**config.mk**
```make
export PLATFORM = sky130hd
export DESIGN_NAME = cmb_channel_mode_ctl
export DESIGN_NICKNAME = d
export VERILOG_FILES = /design/src/design/cmb_channel_mode_ctl.v
export VERILOG_INCLUDE_DIRS = /design/src /design/src/design
export SDC_FILE = /design/constraint.sdc
export NUM_CORES = 1
export LEC_CHECK = 0
export BUFFER_PORTS_ARGS = -buffer_cell sky130_fd_sc_hd__buf_2
export CAP_MARGIN = 20
export CORE_AREA = 4 4 190 192
export DETAILED_ROUTE_END_ITERATION = 6
export DIE_AREA = 0 0 194 196
export GPL_ROUTABILITY_DRIVEN = 0
export GPL_TIMING_DRIVEN = 0
export PLACE_DENSITY = 0.73
export SETUP_SLACK_MARGIN = 0.05
export SLEW_MARGIN = 25
export SYNTH_ARGS = -nofsm -noshare
export SYNTH_HDL_FRONTEND = slang
export SYNTH_SLANG_ARGS = --single-unit
```
**constraint.sdc**
```tcl
create_clock -name mclk -period 7.8 [get_ports mclk]
set_clock_uncertainty 0.15 [all_clocks]
set_input_delay 0.39 -clock mclk [delete_from_list [all_inputs] [get_ports mclk]]
set_output_delay 0.39 -clock mclk [all_outputs]
set_load 0.005 [all_outputs]
```
**src/design/cmb_channel_mode_map.vh**
```
`ifndef CMB_CHANNEL_MODE_MAP_VH
`define CMB_CHANNEL_MODE_MAP_VH

// ----------------------------------------------------------------
// register byte offsets
// ----------------------------------------------------------------
`define CMB_OFS_CMD 8'h00
`define CMB_OFS_MODE 8'h04
`define CMB_OFS_CFG 8'h08
`define CMB_OFS_BAUD 8'h0c
`define CMB_OFS_DIR 8'h10
`define CMB_OFS_SCKDIV 8'h14
`define CMB_OFS_STATUS 8'h18

// ----------------------------------------------------------------
// reset values
// ----------------------------------------------------------------
`define CMB_CFG_RST 6'h00
`define CMB_BAUD_RST 16'h0001
`define CMB_DIR_RST 32'h00000000
`define CMB_SCKDIV_RST 8'h00
`define CMB_PINS_IDLE 8'hff

// ----------------------------------------------------------------
// mode codes carried by the mode-select command
// ----------------------------------------------------------------
`define CMB_MODE_UART 3'h0
`define CMB_MODE_ABB 3'h1
`define CMB_MODE_ENG 3'h2
`define CMB_MODE_SBB 3'h4

// ----------------------------------------------------------------
// field positions
// ----------------------------------------------------------------
`define CMB_CMD_CODE 7:0
`define CMB_CMD_CHAN 9:8
`define CMB_CFG_RS485 3:0
`define CMB_CFG_ADAPT 5:4
`define CMB_PIN_TXD 0
`define CMB_PIN_SCK 0
`define CMB_PIN_SDO 1
`define CMB_PIN_SDI 2
`define CMB_PIN_RCK 7
`define CMB_ENG_CHANNELS 2

// ----------------------------------------------------------------
// timing
// ----------------------------------------------------------------
`define CMB_CLK_PERIOD_NS 25
`define CMB_SCK_HALF_MIN_NS 15
`define CMB_SCK_HALF_CYC ((`CMB_SCK_HALF_MIN_NS + `CMB_CLK_PERIOD_NS - 1) / `CMB_CLK_PERIOD_NS)
`define CMB_UART_BITS 4'ha
`define CMB_ENG_BITS 4'h8

`endif

```
**src/design/cmb_channel_mode_ctl.v**
```verilog
`timescale 1ns/1ps
`include "cmb_channel_mode_map.vh"

module cmb_channel_mode_ctl (
  input wire mclk,
  input wire reset,
  input wire psel,
  input wire penable,
  input wire pwrite,
  input wire [7:0] paddr,
  input wire [31:0] pwdata,
  output wire [31:0] prdata,
  output wire pready,
  output wire pslverr,
  input wire [3:0] host_byte_valid,
  input wire [31:0] host_byte_data,
  output wire [3:0] host_byte_ready,
  output wire [3:0] sample_valid,
  output wire [31:0] sample_data,
  input wire [3:0] sample_ready,
  input wire [31:0] pin_in,
  output wire [31:0] pin_out,
  output wire [31:0] pin_oe_n,
  output wire [3:0] rs485_tx_enable,
  input wire host_suspend,
  output wire power_enable_n
);

  // ----------------------------------------------------------------
  // local constants
  // ----------------------------------------------------------------
  localparam [2:0] ST_IDLE = 3'h0;
  localparam [2:0] ST_READ = 3'h1;
  localparam [2:0] ST_DRIVE = 3'h2;
  localparam [2:0] ST_SETUP = 3'h3;
  localparam [2:0] ST_LOW = 3'h4;
  localparam [2:0] ST_HIGH = 3'h5;
  localparam [2:0] ST_WAIT = 3'h6;
  localparam integer SCK_HALF_I = `CMB_SCK_HALF_CYC;
  localparam [7:0] SCK_HALF_M1 = SCK_HALF_I[7:0] - 8'h01;
  // only codes 0, 1, 4 anywhere and 2 on the first two channels count
  function code_ok;
    input [7:0] code;
    input integer ch;
    begin
      code_ok = (code == {5'h00, `CMB_MODE_UART}) ||
                (code == {5'h00, `CMB_MODE_ABB}) ||
                (code == {5'h00, `CMB_MODE_SBB}) ||
                ((code == {5'h00, `CMB_MODE_ENG}) && (ch < `CMB_ENG_CHANNELS));
    end
  endfunction
  // ----------------------------------------------------------------
  // apb slave, one wait state
  // ----------------------------------------------------------------
  reg pready_q;
  reg pslverr_q;
  reg [31:0] prdata_q;
  reg [5:0] cfg_q;
  reg [15:0] baud_q;
  reg [31:0] dir_q;
  reg [7:0] sckdiv_q;
  reg pwr_n_q;
  wire [11:0] mode_vec;
  wire [3:0] busy_vec;
  wire [3:0] txen_vec;
  wire access = psel & penable & ~pready_q;
  wire wr_en = psel & penable & pready_q & pwrite & ~pslverr_q;
  wire cmd_wr = wr_en & (paddr == `CMB_OFS_CMD);
  wire [7:0] cmd_code = pwdata[`CMB_CMD_CODE];
  wire [1:0] cmd_chan = pwdata[`CMB_CMD_CHAN];
  reg [31:0] rd_mux;
  reg rd_hit;
  always @*
  begin
    rd_mux = 32'h00000000;
    rd_hit = 1'b1;
    case (paddr)
      `CMB_OFS_CMD: rd_mux = 32'h00000000;
      `CMB_OFS_MODE: rd_mux = {20'h00000, mode_vec};
      `CMB_OFS_CFG: rd_mux = {26'h0000000, cfg_q};
      `CMB_OFS_BAUD: rd_mux = {16'h0000, baud_q};
      `CMB_OFS_DIR: rd_mux = dir_q;
      `CMB_OFS_SCKDIV: rd_mux = {24'h000000, sckdiv_q};
      `CMB_OFS_STATUS: rd_mux = {23'h000000, pwr_n_q, txen_vec, busy_vec};
      default: rd_hit = 1'b0;
    endcase
  end

  always @(posedge mclk)
  begin
    if (reset)
    begin
      pready_q <= 1'b0;
      pslverr_q <= 1'b0;
      prdata_q <= 32'h00000000;
    end
    else
    begin
      pready_q <= access;
      pslverr_q <= access & ~rd_hit;
      if (access)
        prdata_q <= (pwrite | ~rd_hit) ? 32'h00000000 : rd_mux;
    end
  end

  always @(posedge mclk)
  begin
    if (reset)
    begin
      cfg_q <= `CMB_CFG_RST;
      baud_q <= `CMB_BAUD_RST;
      dir_q <= `CMB_DIR_RST;
      sckdiv_q <= `CMB_SCKDIV_RST;
    end
    else if (wr_en)
    begin
      case (paddr)
        `CMB_OFS_CFG: cfg_q <= pwdata[5:0];
        `CMB_OFS_BAUD: baud_q <= pwdata[15:0];
        `CMB_OFS_DIR: dir_q <= pwdata;
        `CMB_OFS_SCKDIV: sckdiv_q <= pwdata[7:0];
        default: cfg_q <= cfg_q;
      endcase
    end
  end

  // ----------------------------------------------------------------
  // power enable and shared baud tick
  // ----------------------------------------------------------------
  reg [15:0] baud_cnt_q;
  reg tick_q;
  wire [15:0] baud_lim = (baud_q == 16'h0000) ? 16'h0000 : baud_q - 16'h0001;
  always @(posedge mclk)
  begin
    if (reset)
    begin
      pwr_n_q <= 1'b1;
      baud_cnt_q <= 16'h0000;
      tick_q <= 1'b0;
    end
    else
    begin
      pwr_n_q <= host_suspend;
      tick_q <= (baud_cnt_q == baud_lim);
      baud_cnt_q <= (baud_cnt_q == baud_lim) ? 16'h0000 : baud_cnt_q + 16'h0001;
    end
  end
  assign prdata = prdata_q;
  assign pready = pready_q;
  assign pslverr = pslverr_q;
  assign power_enable_n = pwr_n_q;

  // ----------------------------------------------------------------
  // per-channel mode logic
  // ----------------------------------------------------------------
  genvar gi;
  generate
    for (gi = 0; gi < 4; gi = gi + 1)
    begin : g_ch
      reg [2:0] mode_q;
      reg [2:0] st_q;
      reg [9:0] sh_q;
      reg [3:0] cnt_q;
      reg busy_q;
      reg pend_q;
      reg [7:0] pend_data_q;
      reg [7:0] pout_q;
      reg [7:0] smp_q;
      reg smp_v_q;
      reg rdy_q;
      reg [7:0] div_q;
      reg txen_q;
      wire [7:0] hbyte = host_byte_data[gi*8 +: 8];
      wire [7:0] pins = pin_in[gi*8 +: 8];
      wire take = host_byte_valid[gi] & rdy_q;
      wire pop = smp_v_q & sample_ready[gi];
      wire mode_chg = cmd_wr && (cmd_chan == gi) && code_ok(cmd_code, gi);
      wire adapt = (gi < `CMB_ENG_CHANNELS) ? cfg_q[4 + (gi % 2)] : 1'b0;
      wire half_done = (div_q == SCK_HALF_M1 + sckdiv_q);
      wire smp_room = ~smp_v_q | pop;
      reg can_take;
      always @*
      begin
        case (mode_q)
          `CMB_MODE_UART: can_take = ~busy_q;
          `CMB_MODE_ABB: can_take = ~pend_q;
          `CMB_MODE_SBB: can_take = (st_q == ST_IDLE) & smp_room;
          `CMB_MODE_ENG: can_take = (st_q == ST_IDLE) & smp_room;
          default: can_take = 1'b0;
        endcase
      end

      always @(posedge mclk)
      begin
        if (reset)
        begin
          mode_q <= `CMB_MODE_UART;
          st_q <= ST_IDLE;
          sh_q <= 10'h000;
          cnt_q <= 4'h0;
          busy_q <= 1'b0;
          pend_q <= 1'b0;
          pend_data_q <= 8'h00;
          pout_q <= `CMB_PINS_IDLE;
          smp_q <= 8'h00;
          smp_v_q <= 1'b0;
          rdy_q <= 1'b0;
          div_q <= 8'h00;
          txen_q <= 1'b0;
        end
        else if (mode_chg)
        begin
          // only this channel is touched; others keep running
          mode_q <= cmd_code[2:0];
          st_q <= ST_IDLE;
          busy_q <= 1'b0;
          pend_q <= 1'b0;
          smp_v_q <= 1'b0;
          rdy_q <= 1'b0;
          txen_q <= 1'b0;
          pout_q <= `CMB_PINS_IDLE;
        end
        else
        begin
          rdy_q <= can_take & ~take;
          if (pop)
            smp_v_q <= 1'b0;
          // rs485 enable bits gate only the uart driver enable
          txen_q <= (mode_q == `CMB_MODE_UART) & busy_q & cfg_q[gi];
          case (mode_q)
            `CMB_MODE_UART:
            begin
              if (take)
              begin
                sh_q <= {1'b1, hbyte, 1'b0};
                cnt_q <= `CMB_UART_BITS;
                busy_q <= 1'b1;
              end
              else if (busy_q & tick_q)
              begin
                if (cnt_q == 4'h0)
                  busy_q <= 1'b0;
                else
                begin
                  pout_q[`CMB_PIN_TXD] <= sh_q[0];
                  sh_q <= {1'b1, sh_q[9:1]};
                  cnt_q <= cnt_q - 4'h1;
                end
              end
            end
            `CMB_MODE_ABB:
            begin
              if (take)
              begin
                pend_q <= 1'b1;
                pend_data_q <= hbyte;
              end
              else if (pend_q & tick_q)
              begin
                pout_q <= pend_data_q;
                pend_q <= 1'b0;
              end
            end
            `CMB_MODE_SBB:
            begin
              // read and write strobes are just these states
              case (st_q)
                ST_IDLE:
                  if (take)
                  begin
                    pend_data_q <= hbyte;
                    st_q <= ST_READ;
                  end
                ST_READ:
                begin
                  smp_q <= pins;
                  smp_v_q <= 1'b1;
                  st_q <= ST_DRIVE;
                end
                ST_DRIVE:
                begin
                  pout_q <= pend_data_q;
                  st_q <= ST_SETUP;
                end
                ST_SETUP: st_q <= ST_IDLE;
                default: st_q <= ST_IDLE;
              endcase
            end
            `CMB_MODE_ENG:
            begin
              case (st_q)
                ST_IDLE:
                  if (take)
                  begin
                    sh_q <= {2'b00, hbyte};
                    cnt_q <= `CMB_ENG_BITS;
                    pout_q[`CMB_PIN_SDO] <= hbyte[7];
                    pout_q[`CMB_PIN_SCK] <= 1'b0;
                    div_q <= 8'h00;
                    st_q <= ST_LOW;
                  end
                ST_LOW:
                  if (half_done)
                  begin
                    pout_q[`CMB_PIN_SCK] <= 1'b1;
                    sh_q <= {2'b00, sh_q[6:0], pins[`CMB_PIN_SDI]};
                    cnt_q <= cnt_q - 4'h1;
                    div_q <= 8'h00;
                    st_q <= adapt ? ST_WAIT : ST_HIGH;
                  end
                  else
                    div_q <= div_q + 8'h01;
                ST_WAIT:
                  if (pins[`CMB_PIN_RCK])
                  begin
                    div_q <= 8'h00;
                    st_q <= ST_HIGH;
                  end
                ST_HIGH:
                  if (half_done)
                  begin
                    pout_q[`CMB_PIN_SCK] <= 1'b0;
                    div_q <= 8'h00;
                    if (cnt_q == 4'h0)
                    begin
                      smp_q <= sh_q[7:0];
                      smp_v_q <= 1'b1;
                      st_q <= ST_IDLE;
                    end
                    else
                    begin
                      pout_q[`CMB_PIN_SDO] <= sh_q[7];
                      st_q <= ST_LOW;
                    end
                  end
                  else
                    div_q <= div_q + 8'h01;
                default: st_q <= ST_IDLE;
              endcase
            end
            default: st_q <= ST_IDLE;
          endcase
        end
      end

      // output enables are decoded from the mode, and from dir_q in the abb and sbb modes
      reg [7:0] oe_n_q;
      always @(posedge mclk)
      begin
        if (reset)
          oe_n_q <= 8'hfe;
        else
        begin
          case (mode_q)
            `CMB_MODE_UART: oe_n_q <= 8'hfe;
            `CMB_MODE_ABB: oe_n_q <= ~dir_q[gi*8 +: 8];
            `CMB_MODE_SBB: oe_n_q <= ~dir_q[gi*8 +: 8];
            `CMB_MODE_ENG: oe_n_q <= 8'hfc;
            default: oe_n_q <= 8'hff;
          endcase
        end
      end

      assign mode_vec[gi*3 +: 3] = mode_q;
      assign busy_vec[gi] = busy_q | pend_q | (st_q != ST_IDLE);
      assign txen_vec[gi] = txen_q;
      assign host_byte_ready[gi] = rdy_q;
      assign sample_valid[gi] = smp_v_q;
      assign sample_data[gi*8 +: 8] = smp_q;
      assign pin_out[gi*8 +: 8] = pout_q;
      assign pin_oe_n[gi*8 +: 8] = oe_n_q;
      assign rs485_tx_enable[gi] = txen_q;
    end
  endgenerate
endmodule // cmb_channel_mode_ctl

```
==> results_dict.tcl, run 1 <==
set metrics [dict create \
    ys_types 80 \
    die-area_sq_mm 0.03802 \
    fin_crit_ns 3.652 \
    htreeDepth 2 \
    yosys_warnings 0 \
    holdBufCountCts 73 \
    critical_path.endpoint_type "flip-flop" \
    place_area_sq_mm 0.02067 \
    crit_chain "clkbuf_1, xor2_1, nor4_1, nand2_1, o41a_1, nor2_1, clkbuf_1, nor2_1, a311oi_1" \
    intPower_mw 3.125 \
    final-setup-viol-count 0 \
    chipWidth_microns 194 \
    first_pass_iters 6 \
    syn-cell-area_sq_mm 0.01878 \
    timing.rr.start "sckdiv_q[5]" \
    drt_iter0_drc 2002 \
    fin_cells 3191 \
    rsz0062_at_grt "no" \
    r2r_setup_slack_ns 4.15 \
    dominantRegCellSynth "dfxtp_1" \
    drt-total-wl_microns 63010 \
    syn_to_final_growth_pct 20.91 \
    route.vias.total 19220 \
    routedWlPerCell_microns 19.75 \
    cap_violations 0 \
    p_total_mw 4.128 \
    holdPathStages 3 \
    avgSynthCellArea_sq_um 8.046 \
    ys_async_sr_fraction 0 \
    holdPathEnd "g_ch[3].smp_q[7]" \
    cts_resized 0 \
    status "finished clean" \
    power_density_mw_per_mm2 181.8 \
    crit_type "reg2reg" \
    cts_setup_buffers 0 \
    fp.dieH_microns 196 \
    synth_nets 2467 \
    slowest_delay_ns 0.61 \
    critPathLaunchType "flip-flop" \
    ff2ff_path_depth 9 \
    cp_top_family "simple AND/OR/NAND/NOR gates" \
    grt_max_degree 14 \
    dp_hpwl_microns 45270 \
    io_pins 261 \
    drv_slew 0 \
    final_util 0.6606 \
    max_freq_mhz 273.8 \
    path_buf_inv 2 \
    drive_gt1_frac 0.1435 \
    antenna_found_initial 5 \
    nets 2840 \
    grt_pass1_wl_microns 98680 \
    cts_buffers 40 \
    synth_area_leaders "dfxtp_1 (40%), mux2i_1 (7.5%), nand2_1 (7.2%)" \
    path_clk_slew_ns 0.06 \
    globalRouteOverflowTotal 0 \
    clock_power_share 0.444 \
    pre_cts_slack_ns 3.839 \
    synth_top_cell_by_area "dfxtp_1" \
    hold_viol 0 \
    root_buffer "clkbuf_16" \
    final_antenna_net_count 0 \
    drc 0 \
    layout_common_cells "dfxtp_1 (374), nand2_1 (358), nor2_1 (312), buf_2 (264), a21oi_1 (174)" \
    p_comb_frac 0.081 \
    start_util 0.5464 \
    fin_ws_ns 4.148 \
    synth_top_cell_area_share 0.3987 \
    hp-class "in2reg" \
    seqPwrFrac 0.474 \
    design_area_sq_mm 0.02271 \
    track_usage 0.3140 \
    critPathSlowestCell "nor4_1" \
    syn_inst 2334 \
    leakagePower_nw 8.732 \
    worstPathMaxFanout 10 \
    synth_edf_count 0 \
    p_sw_mw 1.003 \
    cts_tree "built" \
    cts_sinks 374 \
    r2r_end "g_ch[3].smp_q[6]" \
    placedCellCount 3045 \
    worstMarginPinSlew_ns 1.084 \
    core_sq_mm 0.03437 \
    setup_tns_ns 0 \
    grt_pass1_vias 18320 \
    cp.required_ns 8.09 \
    layout_commonest_cell "dfxtp_1" \
    ctsLongestPathBuffers 3 \
    port_buffers 256 \
    slew_headroom 0.2770 \
    vias_per_cell 6.022 \
    switching_share 0.2430 \
    clk_latency_ns 0.54 \
    rows 68 \
    timing.hold.ws_ns 0.01186 \
    fin_crit_sh 0.4682 \
    peakVddDrop_v 0.0001463 \
    seq_area_frac_synth 0.3987 \
    crit_arrival_ns 3.95 \
    hold_start "pin_in[31]" \
    ys_seq_elements 374 \
    cp.depth 9 \
]
## synthesized netlist by cell type (all sizes together) (14+ instances only)
| master | number |
|---|---|
| ha | 15 |
| or3 | 14 |
| nand2 | 358 |
| and2 | 19 |
| a211oi | 61 |
| dfxtp | 374 |
| buf | 32 |
| nor3b | 15 |
| and3 | 36 |
| o21ai | 52 |
| a311oi | 32 |
| a31oi | 30 |
| a22oi | 45 |
| nor4 | 21 |
| nor3 | 37 |
| mux2i | 140 |
| nand3 | 55 |
| a21oi | 175 |
| nand4 | 25 |
| inv | 31 |
| nor2b | 40 |
| xor2 | 66 |
| clkbuf | 149 |
| nor2 | 312 |
| xnor2 | 34 |
| nand2b | 25 |
## sequential cells by signal, indices dropped and copies added (netlist names)
signal	flops
baud_cnt_q	16
baud_q	16
cfg_q	6
dir_q	32
g_ch.busy_q	4
g_ch.cnt_q	16
g_ch.div_q	32
g_ch.mode_q	12
g_ch.oe_n_q	32
g_ch.pend_data_q	32
g_ch.pend_q	4
g_ch.pout_q	32
g_ch.rdy_q	4
g_ch.sh_q	40
g_ch.smp_q	32
g_ch.smp_v_q	4
g_ch.st_q	12
g_ch.txen_q	4
power_enable_n	1
prdata	32
pready	1
pslverr	1
sckdiv_q	8
tick_q	1
## how the worst max path moves through the flow
stage	start	to	slack, ns
2_1_floorplan	baud_q[0]	baud_cnt_q[10]	4.78
3_3_place_gp	paddr[1]	g_ch[3].smp_q[5]	3.91
3_5_place_dp	paddr[1]	g_ch[3].smp_q[3]	3.84
4_1_cts	sckdiv_q[5]	g_ch[2].smp_q[7]	4.25
5_1_grt	sckdiv_q[5]	g_ch[3].smp_q[6]	3.97
6_report	sckdiv_q[5]	g_ch[3].smp_q[6]	4.15
## area by class of cell
type	instances	area, sq um
Fill cell	2968	11660
Multi-Input combinational cell	1747	10490
Buffer	181	762.0
Antenna cell	5	12.51
Clock inverter	9	77.57
Timing Repair Buffer	331	2032
Sequential cell	374	7487
Inverter	32	120.1
Tap cell	455	569.3
Clock buffer	57	1156
## power groups by stage
| stage | combinational (mW) | clock (mW) | sequential (mW) |
|---|---|---|---|
| 2_1_floorplan | 0.177 | 0 | 1.99 |
| 3_3_place_gp | 0.287 | 0 | 2.00 |
| 3_5_place_dp | 0.294 | 0 | 2.00 |
| 4_1_cts | 0.325 | 1.84 | 1.96 |
| 5_1_grt | 0.362 | 1.93 | 1.96 |
| 6_report | 0.335 | 1.83 | 1.96 |
## per-layer routing
metal  up-vias  wire [microns]  GRT usage  share of wire
met5         -              40          0        0.00063
met4         6            3040     0.1396          0.048
met3       207            5905    0.05341          0.094
met2      1060           28490     0.5023           0.45
met1      9027           25530     0.4199           0.41
li1       8916               -          -              -
## tightest hold or removal path: cells and delay by family
family,cells,cell delay [ns]
buffers and inverters,1,0.13
AO/OA/AOI/OAI,1,0.08
AND/OR/NAND/NOR,1,0.06
## cells by family after synthesis
logic type,share of synthesized area
compound gates,0.1712
xor+xnor,0.05023
fa+ha+maj,0.01053
buf+inv,0.04697
flops,0.3987
mux,0.07941
simple gates,0.2430
(Power assumes the default switching activity.)
==> inputs of run 2 (changes only) <==
==> constraint.sdc (replaced) <==
create_clock -name mclk -period 3.5 [get_ports mclk]
set_clock_uncertainty 0.15 [all_clocks]
set_input_delay 0.175 -clock mclk [delete_from_list [all_inputs] [get_ports mclk]]
set_output_delay 0.175 -clock mclk [all_outputs]
set_load 0.005 [all_outputs]
==> results_dict.tcl, run 2 (synthesized netlist as in run 1, its figures left out) <==
set metrics [dict create \
    slew_headroom 0.2703 \
    route.vias.total 19190 \
    setup_tns_ns 0 \
    cts_setup_buffers 0 \
    drive_gt1_frac 0.1447 \
    worstPathMaxFanout 10 \
    crit_arrival_ns 3.53 \
    first_pass_iters 7 \
    die-area_sq_mm 0.03802 \
    drt_iter0_drc 1880 \
    peakVddDrop_v 0.0003266 \
    drt-total-wl_microns 63300 \
    track_usage 0.3154 \
    status "finished clean" \
    chipWidth_microns 194 \
    fin_crit_ns 3.309 \
    globalRouteOverflowTotal 0 \
    antenna_found_initial 6 \
    io_pins 261 \
    hold_viol 0 \
    grt_pass1_wl_microns 99250 \
    final_antenna_net_count 0 \
    cts_buffers 40 \
    path_clk_slew_ns 0.07 \
    busiest_layer "met2" \
    routedWlPerCell_microns 19.68 \
    drc 0 \
    p_total_mw 9.224 \
    final-setup-viol-count 0 \
    vias_per_cell 5.965 \
    use_met3 0.05375 \
    root_buffer "clkbuf_16" \
    final_util 0.6702 \
    start_util 0.5464 \
    grt_pass1_vias 18490 \
    placedCellCount 3045 \
    htreeDepth 2 \
    cap_violations 0 \
    fin_crit_sh 0.9453 \
    slowest_delay_ns 0.59 \
    clk_latency_ns 0.54 \
    fp.dieH_microns 196 \
    crit_type "reg2reg" \
    max_freq_mhz 302.3 \
    cts_sinks 374 \
    timing.hold.ws_ns 0.06292 \
    layout_commonest_cell "dfxtp_1" \
    cts_tree "built" \
    layout_common_cells "dfxtp_1 (374), nand2_1 (358), nor2_1 (311), buf_2 (264), a21oi_1 (174)" \
    ctsLongestPathBuffers 3 \
    critPathSlowestCell "a221oi_4" \
    grt_max_degree 14 \
    critPathLaunchType "flip-flop" \
    crit_chain "clkbuf_1, xor2_1, nor4_1, a21oi_1, a221oi_4, buf_2, mux2i_1, nor2_1" \
    drv_slew 0 \
    rows 68 \
    cp.required_ns 3.72 \
    fin_cells 3216 \
    critical_path.endpoint_type "flip-flop" \
    core_sq_mm 0.03437 \
    port_buffers 256 \
    regMostFlops "g_ch.sh_q" \
    hp-class "in2reg" \
    fillerInstances 2926 \
    largest_reg_flops 40 \
    power_density_mw_per_mm2 400.4 \
    syn_to_final_growth_pct 22.67 \
    worstMarginPinSlew_ns 1.095 \
    rsz0062_at_grt "yes" \
    grt.met2_usage 0.5051 \
    dp_hpwl_microns 45270 \
    grtUsageMet1 0.4214 \
    leakagePower_nw 8.853 \
    nets 2867 \
]
==> run 2: path summary, 6_finish.rpt <==
path | to | cells after the start | slack (ns) | start
worst max-delay path | g_ch[2].sh_q[6] | 8 | 0.19 | sckdiv_q[5]
worst min-delay path | pready | 3 | 0.06 | psel
worst max register to register | g_ch[2].sh_q[6] | 8 | 0.19 | sckdiv_q[5]
worst min register to register | g_ch[2].oe_n_q[6] | 1 | 0.24 | dir_q[22]
==> run 2: timing repair <==
item,4_1_cts,5_1_grt
pin swaps,0,0
endpoints found under the hold margin,150,0
hold buffers,101,0
gates resized for setup,4,12
endpoints found under the setup margin,8,38
==> run 2: worst max-delay path, delay by kind of cell, from the launching register on <==
kind	cells	cell delay, ns
AOI/OAI and AO/OA	2	0.97
xor gates and xnor gates	1	0.14
buffers and inverters	2	0.73
DFF	1	0.30
muxes	1	0.23
and+or+nand+nor	2	0.62
==> run 2: cell type report <==
cell class / count / area [sq um] / share of cell area
inverters: 32 / 120.1 / 0.005214
flip-flops and latches: 374 / 7487 / 0.3250
clock inverters: 9 / 77.57 / 0.003367
diodes: 3 / 7.507 / 0.0003259
clock buffers: 57 / 1156 / 0.05018
repair buffers: 358 / 2297 / 0.09971
well taps: 455 / 569.3 / 0.02471
multi-input cells: 1747 / 10560 / 0.4583
plain buffers: 181 / 765.7 / 0.03324
==> run 2: metrics by stage <==
stage	worst slack, ns	area [sq um]
after floorplan	0.4775	18780
after global placement	-0.1729	20630
after detailed placement	-0.2456	20670
after CTS	0.04381	22940
after global routing	0.04228	23040
final	0.1915	23040
==> run 2: power breakdown <==
part | switching (mW) | internal (mW)
clock | 1.72 | 2.36
combinational | 0.463 | 0.311
sequential | 0.0520 | 4.31
==> run 2: routing by layer <==
layer	up-vias	wire, microns
met1	9019	25580
met4	6	2869
met5	-	40
met3	189	5954
met2	1004	28850
li1	8967	-
